### src/design/ovr_nco_pkg.sv
package ovr_nco_pkg;

    // ----------------------------------------------------------------
    // register byte addresses
    // ----------------------------------------------------------------
    // printed offsets 0x20c/0x20d are not word aligned: index * 4
    localparam logic [11:0] IDX_SOURCE   = 12'h20c;
    localparam logic [11:0] IDX_SELECT   = 12'h20d;
    localparam logic [13:0] ADDR_SOURCE  = {IDX_SOURCE, 2'b00};
    localparam logic [13:0] ADDR_SELECT  = {IDX_SELECT, 2'b00};
    localparam logic [13:0] ADDR_LIMITS  = 14'h0000;
    localparam logic [13:0] ADDR_CONTROL = 14'h0004;
    localparam logic [13:0] ADDR_STATUS  = 14'h0008;
    localparam logic [13:0] ADDR_FREQ0   = 14'h0100;
    localparam logic [13:0] ADDR_PHASE0  = 14'h0140;

    // ----------------------------------------------------------------
    // field positions and reset values
    // ----------------------------------------------------------------
    localparam int          POS_LOW_LIMIT   = 8;
    localparam int          POS_PD          = 0;
    localparam int          POS_BG_CAL      = 1;
    localparam int          POS_EXP         = 4;
    localparam int          POS_OFFSET      = 8;
    localparam logic [7:0]  RST_HIGH_LIMIT  = 8'he4;
    localparam logic [7:0]  RST_LOW_LIMIT   = 8'h40;
    localparam logic [2:0]  RST_EXP         = 3'h0;
    localparam logic [31:0] RST_FREQ        = 32'h0000_0000;
    localparam logic [15:0] RST_PHASE       = 16'h0000;
    localparam int          PRESETS         = 8;

    // ----------------------------------------------------------------
    // carriers
    // ----------------------------------------------------------------
    typedef struct packed {
        logic [15:0] i_word;
        logic [15:0] q_word;
    } cplx_s;

    typedef struct packed {
        logic       pd;
        logic       bg_cal;
        logic [2:0] exp;
        logic [7:0] offset;
    } ctrl_s;

endpackage

### src/design/ovr_nco.sv
// Summary of operation
// watch each 12-bit sample, top 8 magnitude bits
// flip MSB, take 11-bit absolute value
// most negative code saturates to 255
// flag set if any value reaches threshold
// window length is 2 to the exponent
// high flag replaces I word LSB
// low flag replaces Q word LSB
// receiver adjusts gain from the two flags
// power-down disables serial output drivers
// after power-down receiver relinks and flushes
// offset trim ignored during background calibration
// real input mixed by complex oscillator
// eight presets with free-running accumulators
// source bit 0 selects preset by pins
// source bit 1 selects preset by register
// each preset programmed independently
// frequency is word times 2^-32 times clock
// 8-bit thresholds, back-to-back held windows
// preset change mid-link gives random phase
// phase offset left-justified, added to accumulator
`timescale 1ns/10ps
`default_nettype none

module ovr_nco #(
    parameter int PRESET_N = ovr_nco_pkg::PRESETS
) (
    input  wire logic                hclk,
    input  wire logic                hresetn,
    input  wire logic                hsel,
    input  wire logic [31:0]         haddr,
    input  wire logic [1:0]          htrans,
    input  wire logic                hwrite,
    input  wire logic [2:0]          hsize,
    input  wire logic                hready,
    input  wire logic [31:0]         hwdata,
    output logic      [31:0]         hrdata,
    output logic                     hreadyout,
    output logic                     hresp,
    input  wire logic [11:0]         sample,
    input  wire logic [2:0]          preset_select_pins,
    output ovr_nco_pkg::cplx_s       mixed,
    output logic                     serial_enable,
    output logic [7:0]               offset_applied
);

    if (PRESET_N != 8) begin : g_chk
        $error("preset count must be 8");
    end

    // ----------------------------------------------------------------
    // register file over AHB-Lite
    // ----------------------------------------------------------------
    logic [7:0]  high_limit_q, high_limit_d;
    logic [7:0]  low_limit_q, low_limit_d;
    ovr_nco_pkg::ctrl_s ctrl_q, ctrl_d;
    logic        src_q, src_d;
    logic [2:0]  preset_select_bits_q, preset_select_bits_d;
    logic [31:0] preset_freq_word_q [PRESET_N];
    logic [31:0] preset_freq_word_d [PRESET_N];
    logic [15:0] preset_phase_word_q [PRESET_N];
    logic [15:0] preset_phase_word_d [PRESET_N];
    logic        wpend_q, wpend_d;
    logic [13:0] waddr_q, waddr_d;
    logic [31:0] hrdata_q, hrdata_d;
    logic        high_limit_flag_q, low_limit_flag_q;
    logic        addr_ok;
    logic        rd_req;

    assign addr_ok = hsel && hready && htrans[1];
    assign rd_req  = addr_ok && !hwrite;

    // register writes in data phase, reads prepared in address phase
    always_comb begin
        high_limit_d         = high_limit_q;
        low_limit_d          = low_limit_q;
        ctrl_d               = ctrl_q;
        src_d                = src_q;
        preset_select_bits_d = preset_select_bits_q;
        preset_freq_word_d   = preset_freq_word_q;
        preset_phase_word_d  = preset_phase_word_q;
        wpend_d              = addr_ok && hwrite;
        waddr_d              = haddr[13:0];
        hrdata_d             = hrdata_q;
        if (wpend_q) begin
            case (waddr_q)
                ovr_nco_pkg::ADDR_LIMITS: begin
                    high_limit_d = hwdata[7:0];
                    low_limit_d  = hwdata[ovr_nco_pkg::POS_LOW_LIMIT +: 8];
                end
                ovr_nco_pkg::ADDR_CONTROL: begin
                    ctrl_d.pd     = hwdata[ovr_nco_pkg::POS_PD];
                    ctrl_d.bg_cal = hwdata[ovr_nco_pkg::POS_BG_CAL];
                    ctrl_d.exp    = hwdata[ovr_nco_pkg::POS_EXP +: 3];
                    ctrl_d.offset = hwdata[ovr_nco_pkg::POS_OFFSET +: 8];
                end
                ovr_nco_pkg::ADDR_SOURCE: src_d = hwdata[0];
                ovr_nco_pkg::ADDR_SELECT: preset_select_bits_d = hwdata[2:0];
                default: begin
                    // per-preset words, each on its own address
                    for (int k = 0; k < PRESET_N; k++) begin
                        if (waddr_q == ovr_nco_pkg::ADDR_FREQ0
                                + 14'(4 * k))
                            preset_freq_word_d[k] = hwdata;
                        if (waddr_q == ovr_nco_pkg::ADDR_PHASE0
                                + 14'(4 * k))
                            preset_phase_word_d[k] = hwdata[15:0];
                    end
                end
            endcase
        end
        if (rd_req) begin
            hrdata_d = 32'h0000_0000;
            case (haddr[13:0])
                ovr_nco_pkg::ADDR_LIMITS:
                    hrdata_d = {16'h0000, low_limit_q, high_limit_q};
                ovr_nco_pkg::ADDR_CONTROL:
                    hrdata_d = {16'h0000, ctrl_q.offset, 1'b0,
                                ctrl_q.exp, 2'b00, ctrl_q.bg_cal,
                                ctrl_q.pd};
                ovr_nco_pkg::ADDR_STATUS:
                    hrdata_d = {30'h0, low_limit_flag_q,
                                high_limit_flag_q};
                ovr_nco_pkg::ADDR_SOURCE:
                    hrdata_d = {31'h0, src_q};
                ovr_nco_pkg::ADDR_SELECT:
                    hrdata_d = {29'h0, preset_select_bits_q};
                default: begin
                    for (int k = 0; k < PRESET_N; k++) begin
                        if (haddr[13:0] == ovr_nco_pkg::ADDR_FREQ0
                                + 14'(4 * k))
                            hrdata_d = preset_freq_word_q[k];
                        if (haddr[13:0] == ovr_nco_pkg::ADDR_PHASE0
                                + 14'(4 * k))
                            hrdata_d = {16'h0000, preset_phase_word_q[k]};
                    end
                end
            endcase
        end
    end

    always_ff @(posedge hclk or negedge hresetn) begin
        if (!hresetn) begin
            high_limit_q         <= ovr_nco_pkg::RST_HIGH_LIMIT;
            low_limit_q          <= ovr_nco_pkg::RST_LOW_LIMIT;
            ctrl_q               <= '0;
            src_q                <= 1'b0;
            preset_select_bits_q <= 3'h0;
            for (int k = 0; k < PRESET_N; k++) begin
                preset_freq_word_q[k]  <= ovr_nco_pkg::RST_FREQ;
                preset_phase_word_q[k] <= ovr_nco_pkg::RST_PHASE;
            end
            wpend_q              <= 1'b0;
            waddr_q              <= 14'h0000;
            hrdata_q             <= 32'h0000_0000;
        end else begin
            high_limit_q         <= high_limit_d;
            low_limit_q          <= low_limit_d;
            ctrl_q               <= ctrl_d;
            src_q                <= src_d;
            preset_select_bits_q <= preset_select_bits_d;
            preset_freq_word_q   <= preset_freq_word_d;
            preset_phase_word_q  <= preset_phase_word_d;
            wpend_q              <= wpend_d;
            waddr_q              <= waddr_d;
            hrdata_q             <= hrdata_d;
        end
    end

    // zero wait state, always OKAY
    assign hrdata    = hrdata_q;
    assign hreadyout = 1'b1;
    assign hresp     = 1'b0;

    // ----------------------------------------------------------------
    // over-range monitor
    // ----------------------------------------------------------------
    logic [11:0] twos;
    logic [10:0] mag;
    logic [7:0]  top8;
    logic [7:0]  win_cnt_q, win_cnt_d;
    logic        hit_hi_q, hit_hi_d, hit_lo_q, hit_lo_d;
    logic        high_limit_flag_d, low_limit_flag_d;
    logic        win_end;

    // offset binary to two's complement, saturating magnitude
    always_comb begin
        twos = {~sample[11], sample[10:0]};
        if (twos == 12'h800)
            mag = 11'h7ff;
        else if (twos[11])
            mag = 11'((~twos) + 12'h001);
        else
            mag = twos[10:0];
        top8 = mag[10:3];
    end

    // windows of 2^exp samples, back to back
    always_comb begin
        win_end = (win_cnt_q >= 8'((9'h001 << ctrl_q.exp) - 9'h001));
        win_cnt_d = win_end ? 8'h00 : win_cnt_q + 8'h01;
        high_limit_flag_d = high_limit_flag_q;
        low_limit_flag_d  = low_limit_flag_q;
        hit_hi_d = hit_hi_q || (top8 >= high_limit_q);
        hit_lo_d = hit_lo_q || (top8 >= low_limit_q);
        if (win_end) begin
            high_limit_flag_d = hit_hi_d;
            low_limit_flag_d  = hit_lo_d;
            hit_hi_d = 1'b0;
            hit_lo_d = 1'b0;
        end
    end

    always_ff @(posedge hclk or negedge hresetn) begin
        if (!hresetn) begin
            win_cnt_q         <= 8'h00;
            hit_hi_q          <= 1'b0;
            hit_lo_q          <= 1'b0;
            high_limit_flag_q <= 1'b0;
            low_limit_flag_q  <= 1'b0;
        end else begin
            win_cnt_q         <= win_cnt_d;
            hit_hi_q          <= hit_hi_d;
            hit_lo_q          <= hit_lo_d;
            high_limit_flag_q <= high_limit_flag_d;
            low_limit_flag_q  <= low_limit_flag_d;
        end
    end

    // ----------------------------------------------------------------
    // oscillator and mixer
    // ----------------------------------------------------------------
    logic [31:0] phase [PRESET_N];
    logic [2:0]  active;
    logic [1:0]  quad;
    logic signed [11:0] s_in;
    logic signed [11:0] cos_v, sin_v;
    ovr_nco_pkg::cplx_s mixed_d, mixed_q;
    logic        serial_enable_q, serial_enable_d;
    logic [7:0]  offset_q, offset_d;

    for (genvar g = 0; g < PRESET_N; g++) begin : g_acc
        preset_accum u_acc (
            .hclk       (hclk),
            .hresetn    (hresetn),
            .freq_word  (preset_freq_word_q[g]),
            .phase_word (preset_phase_word_q[g]),
            .phase      (phase[g])
        );
    end

    // preset choice and coarse quadrant mixing
    always_comb begin
        active = src_q ? preset_select_bits_q
                       : preset_select_pins;
        quad   = phase[active][31:30];
        s_in   = $signed({~sample[11], sample[10:0]});
        case (quad)
            2'd0:    begin cos_v = s_in;            sin_v = 12'sh000; end
            2'd1:    begin cos_v = 12'sh000;        sin_v = -s_in;    end
            2'd2:    begin cos_v = -s_in;           sin_v = 12'sh000; end
            default: begin cos_v = 12'sh000;        sin_v = s_in;     end
        endcase
        // sample times exp(-j phase), flags in the LSBs
        mixed_d.i_word = {cos_v, 3'b000, high_limit_flag_d};
        mixed_d.q_word = {sin_v, 3'b000, low_limit_flag_d};
        serial_enable_d = !ctrl_q.pd;
        offset_d = ctrl_q.bg_cal ? 8'h00 : ctrl_q.offset;
    end

    always_ff @(posedge hclk or negedge hresetn) begin
        if (!hresetn) begin
            mixed_q         <= '0;
            serial_enable_q <= 1'b0;
            offset_q        <= 8'h00;
        end else begin
            mixed_q         <= mixed_d;
            serial_enable_q <= serial_enable_d;
            offset_q        <= offset_d;
        end
    end

    assign mixed          = mixed_q;
    assign serial_enable  = serial_enable_q;
    assign offset_applied = offset_q;

    // ----------------------------------------------------------------
    // checks
    // ----------------------------------------------------------------
    property p_i_flag;
        @(posedge hclk) disable iff (!hresetn)
        ##1 mixed.i_word[0] == high_limit_flag_q;
    endproperty
    a_i_flag: assert property (p_i_flag) else $error("I lsb not high flag");
    property p_q_flag;
        @(posedge hclk) disable iff (!hresetn)
        ##1 mixed.q_word[0] == low_limit_flag_q;
    endproperty
    a_q_flag: assert property (p_q_flag) else $error("Q lsb not low flag");
    property p_pd;
        @(posedge hclk) disable iff (!hresetn)
        ctrl_q.pd |=> !serial_enable;
    endproperty
    a_pd: assert property (p_pd) else $error("drivers on in power-down");
    property p_bgcal;
        @(posedge hclk) disable iff (!hresetn)
        ctrl_q.bg_cal |=> offset_applied == 8'h00;
    endproperty
    a_bgcal: assert property (p_bgcal) else $error("offset used in calibration");
    property p_sat;
        @(posedge hclk) disable iff (!hresetn)
        sample == 12'h000 |-> top8 == 8'hff;
    endproperty
    a_sat: assert property (p_sat) else $error("negative full scale not 255");
    property p_hit;
        @(posedge hclk) disable iff (!hresetn)
        (win_end && top8 >= high_limit_q) |=> high_limit_flag_q;
    endproperty
    a_hit: assert property (p_hit) else $error("high flag missed");
    property p_win;
        @(posedge hclk) disable iff (!hresetn)
        (ctrl_q.exp == 3'h0) |-> win_end;
    endproperty
    a_win: assert property (p_win) else $error("window of one not closing");
    property p_hold;
        @(posedge hclk) disable iff (!hresetn)
        !win_end |=> $stable(high_limit_flag_q) && $stable(low_limit_flag_q);
    endproperty
    a_hold: assert property (p_hold) else $error("flag moved inside window");
    property p_src;
        @(posedge hclk) disable iff (!hresetn)
        !src_q |-> active == preset_select_pins;
    endproperty
    a_src: assert property (p_src) else $error("pins not selecting preset");

endmodule

`default_nettype wire

### src/design/preset_accum.sv
`timescale 1ns/10ps
`default_nettype none

// one free-running phase accumulator with its programmed offset
module preset_accum (
    input  wire logic        hclk,
    input  wire logic        hresetn,
    input  wire logic [31:0] freq_word,
    input  wire logic [15:0] phase_word,
    output logic      [31:0] phase
);

    logic [31:0] acc_q;
    logic [31:0] acc_d;

    // accumulator advance, runs every sample
    always_comb begin
        acc_d = acc_q + freq_word;
    end

    always_ff @(posedge hclk or negedge hresetn) begin
        if (!hresetn) begin
            acc_q <= 32'h0000_0000;
        end else begin
            acc_q <= acc_d;
        end
    end

    // offset left-justified into 32 bits
    assign phase = acc_q + {phase_word, 16'h0000};

endmodule

`default_nettype wire

### config.mk
export PLATFORM = sky130hd
export DESIGN_NAME = ovr_nco
export DESIGN_NICKNAME = d
export VERILOG_FILES = /design/src/design/ovr_nco_pkg.sv /design/src/design/ovr_nco.sv /design/src/design/preset_accum.sv
export SDC_FILE = /design/constraint.sdc
export NUM_CORES = 2
export LEC_CHECK = 0
export BUFFER_PORTS_ARGS = -buffer_cell sky130_fd_sc_hd__buf_2
export CORE_ASPECT_RATIO = 1.4
export CORE_MARGIN = 2
export CORE_UTILIZATION = 32
export CTS_CLUSTER_SIZE = 24
export DETAILED_ROUTE_END_ITERATION = 10
export GPL_TIMING_DRIVEN = 0
export HOLD_SLACK_MARGIN = 0.1
export REMOVE_ABC_BUFFERS = 1
export SYNTH_ARGS = -nofsm -noshare
export SYNTH_HDL_FRONTEND = slang
export SYNTH_SLANG_ARGS = --single-unit
### constraint.sdc
create_clock -name hclk -period 4.15 [get_ports hclk]
set_input_delay 0 -clock hclk [delete_from_list [all_inputs] [get_ports hclk]]
set_output_delay 0 -clock hclk [all_outputs]
set_load 0.05 [all_outputs]
==> results.tsv <==
metric	value	unit
Worst-Margin Slew	1.49	ns
P_sw	9.75	mW
cells after synthesis	4090	
Syn Area/Cell	10.8	sq um
Clk network pwr share	0.286	
CP arrival	4.83	ns
combinational power share	0.362	
H-tree depth	3	
Fin. Hold Viols	4	
most frequent CP cell	buf_6	
remaining antenna violation count after routing	0	
CTS Buf Count	80	
CP top delay family	compound AO/OA/AOI/OAI gates	
vias in the first global route	34477	
pin count of the biggest net entering global routing	118	
fin crit share	1.02	
sequential power share	0.352	
Synth cell types	92	
ys async rst share	1.00	
Slew Limit Fails	0	
post-route cell area	51000	sq um
initial DRC count	3508	
# rows	161	
hold slack	-0.401	ns
DRT Pass-1 Iters	10	
CTS max path bufs	3	
critical path cell sequence	dlygate4sd3_1, buf_2, or4b_1, nor3_2, buf_6, buf_6, a22o_1, a221oi_1, o2111ai_1, mux2i_1, a41oi_1, a21o_1	
Reg clk slew, reported paths	0.06	ns
crit path time final	4.23	ns
die area	141000	sq um
Worst path max stage delay	0.73	ns
routed wire length per instance	24.9	microns
DRC viols	0	
depth of the worst hold-timing path	3	
post-route setup TNS	-0.0938	ns
Yosys top cell area share	0.431	
placed cell area	47300	sq um
GRT overflow	0	
postcts setup bufs	0	
FMAX	236	MHz
post-synthesis sequential area ratio	0.434	
Placed Cells	5922	
top-count cell post-synth	dfrtp_1	
Die Y	443	microns
Synth area leaders	dfrtp_1 43%, ha_1 11%, mux2_2 11%	
# setup viols final	2	
Root Driver	clkbuf_16	
Starting Density	0.322	
CP bufs+invs	4	
MaxCap Viol Count	1	
CP max stage cell	buf_2	
first-pass GRT wire length	226000	microns
P_leak	23.4	nW
I/O Buffers	133	
synth cell count leaders	760 x dfrtp_1, 415 x mux2_2, 386 x ha_1	
failing checks	hold timing, capacitance limit, setup timing	
DR vias	34908	
synth-to-layout area growth	15.5	%
CTS sink count	765	
CP startpoint kind	primary input	
Pwr per Cell Area	531	nW/um^2
core area	137000	sq um
Hold Crit Endpoint	mixed[21]$_DFF_PN0_	
Rel. slew slack	0.00174	
Mapped Area	44100	sq um
layout cells sized above 1	0.182	
worst reg-to-reg path cell count	11	
r2r endpoint	mixed[6]$_DFF_PN0_	
Fill cells	13467	
drt via density	5.67	
Setup Skew	0.0414	ns
post-DP HPWL	116000	microns
top_reg_cell synth	dfrtp_1	
CTS tree	yes	
Final #Nets	4779	
latest clock arrival within the worst-skew pair	0.72	ns
Final Non-Filler Cells	6162	
EDFF count, synth	0	
Hold Path Class	in -> reg	
worst-path maximum fanout	42	
sw frac	0.360	
kind of critical path	in -> reg	
Synth Warn #	0	
outcome	complete, but fails checks	
Total GRT Usage	0.214	
routability cong.	0.939	
RR Startpoint	preset_phase_word_q[60]$_DFFE_PN0P_	
endpoint class of the critical path	flop	
HP Start	sample[1]	
internal cell power	17.3	mW
fin worst setup slack	-0.0844	ns
area leader, netlist	dfrtp_1	
Critical Path RT	4.75	ns
Die Wd	318	microns
flop-to-flop setup slack	0.17	ns
# IOs	164	
initial antenna violation count	25	
RSZ-0062 raised after global routing	no	
DRT Wirelength	154000	microns
pre-CTS setup slack	-0.815	ns
VDD IR max	0.296	mV
flop and latch count out of synthesis	765	
==> metal layers <==
metal | wire [microns] | vias up | share of wire | global-route usage
met5 | 99 | - | 0.00064 | 0
met4 | 14000 | 14 | 0.091 | 0.172
met3 | 9930 | 454 | 0.065 | 0.0386
met2 | 71700 | 1369 | 0.47 | 0.350
met1 | 57800 | 17286 | 0.38 | 0.247
li1 | - | 15785 | - | -
==> sequential cells by signal, summed over array words and instances, names as in the netlist <==
name	cells
ctrl_q	13
low_limit_q	8
high_limit_q	8
mixed	26
preset_select_bits_q	3
offset_applied	8
src_q	1
wpend_q	1
g_acc.u_acc.acc_q	256
serial_enable	1
win_cnt_q	8
hit_hi_q	1
hit_lo_q	1
preset_phase_word_q	128
preset_freq_word_q	256
hrdata	32
waddr_q	14
==> worst register-to-register path, delay by kind of cell, from the launching register on <==
kind	cells	cell delay [ns]
multiplexers	1	0.17
AO/OA/AOI/OAI	4	1.68
adder cells (fa/ha/maj)	1	0.31
flip-flops	1	0.41
buffers and inverters	1	0.59
AND/OR/NAND/NOR	4	0.75
==> power by group through the flow <==
stage | Sequential [mW] | Combinational, mW | Clock, mW
finish | 9.51 | 9.81 | 7.74
global placement | 9.64 | 9.35 | 0
global route | 9.62 | 10.9 | 8.18
detailed placement | 9.66 | 9.58 | 0
CTS | 9.52 | 9.74 | 7.90
floorplan | 9.68 | 7.05 | 0
==> per-stage QoR <==
stage / util / power [mW]
floorplan: - / 16.7
global placement: 0.339 / 19.0
detailed placement: 0.345 / 19.2
CTS: 0.371 / 27.2
global route: 0.372 / 28.7
finish: 0.372 / 27.1
==> worst max path at each step <==
stage | cells past startpoint | slack (ns) | end | start
floorplan | 20 | 0.46 | mixed[0]$_DFFE_PN0N_ | sample[0]
global placement | 1 | -14.09 | hrdata[13]$_DFFE_PN0P_ | hresetn
detailed placement | 10 | -0.82 | mixed[9]$_DFF_PN0_ | g_acc[2].u_acc.acc_q[23]$_DFF_PN0_
CTS | 9 | 0.0005 | hrdata[13]$_DFFE_PN0P_ | haddr[6]
global route | 9 | 0.04 | hrdata[13]$_DFFE_PN0P_ | haddr[6]
finish | 12 | -0.08 | hrdata[5]$_DFFE_PN0P_ | haddr[6]
==> cell type report <==
type | instances | area, sq um | area share
Multi-Input combinational cell | 3073 | 24200 | 0.474
Antenna cell | 11 | 27.5 | 0.000540
Clock buffer | 106 | 2260 | 0.0444
Clock inverter | 38 | 502 | 0.00984
Tap cell | 1793 | 2240 | 0.0440
Inverter | 121 | 454 | 0.00891
Sequential cell | 765 | 19100 | 0.376
Timing Repair Buffer | 255 | 2180 | 0.0428
==> cells by family (layout without fill, tap and decap cells) <==
logic type,after synthesis,in the layout,synth area share
other,2,20,0.000170
and+or+nand+nor,876,878,0.0998
muxes,441,441,0.112
xor gates and xnor gates,231,231,0.0458
DFF,765,765,0.434
buffers and inverters,261,520,0.0240
adders and majority gates,394,394,0.113
AOI/OAI and AO/OA,1120,1120,0.171
==> placed cells by master, fill, tap and decap left out, types with 22 or more instances in the layout <==
cell,Yosys,routed
a21o_1,143,143
o21bai_1,24,24
a211oi_1,53,53
xor2_1,58,58
inv_1,121,121
xnor2_1,173,173
and3_1,36,36
nand2_1,172,169
clkbuf_16,0,83
o21a_1,56,56
nand4_1,38,38
a31oi_1,28,28
or3_1,31,31
mux2i_1,26,25
nor3_1,74,66
nor2_1,220,213
o211ai_1,38,38
dfrtp_1,760,760
nor2b_1,35,33
buf_2,23,132
a21oi_1,289,288
a222oi_1,34,34
nand3_1,120,117
o21ai_0,164,163
a22oi_1,66,66
nand2b_1,53,52
ha_1,386,386
dlygate4sd3_1,0,81
o221ai_1,24,24
mux2_2,415,415
and2_1,22,22
==> what timing repair did <==
action                     in CTS  in global routing
hold endpoints to repair      525                  6
hold buffers                   81                  1
gates cloned                    0                  2
pin swaps                       0                  2
resized for setup               4                  7
setup endpoints to repair      23                 30
(Power assumes the default switching activity.)
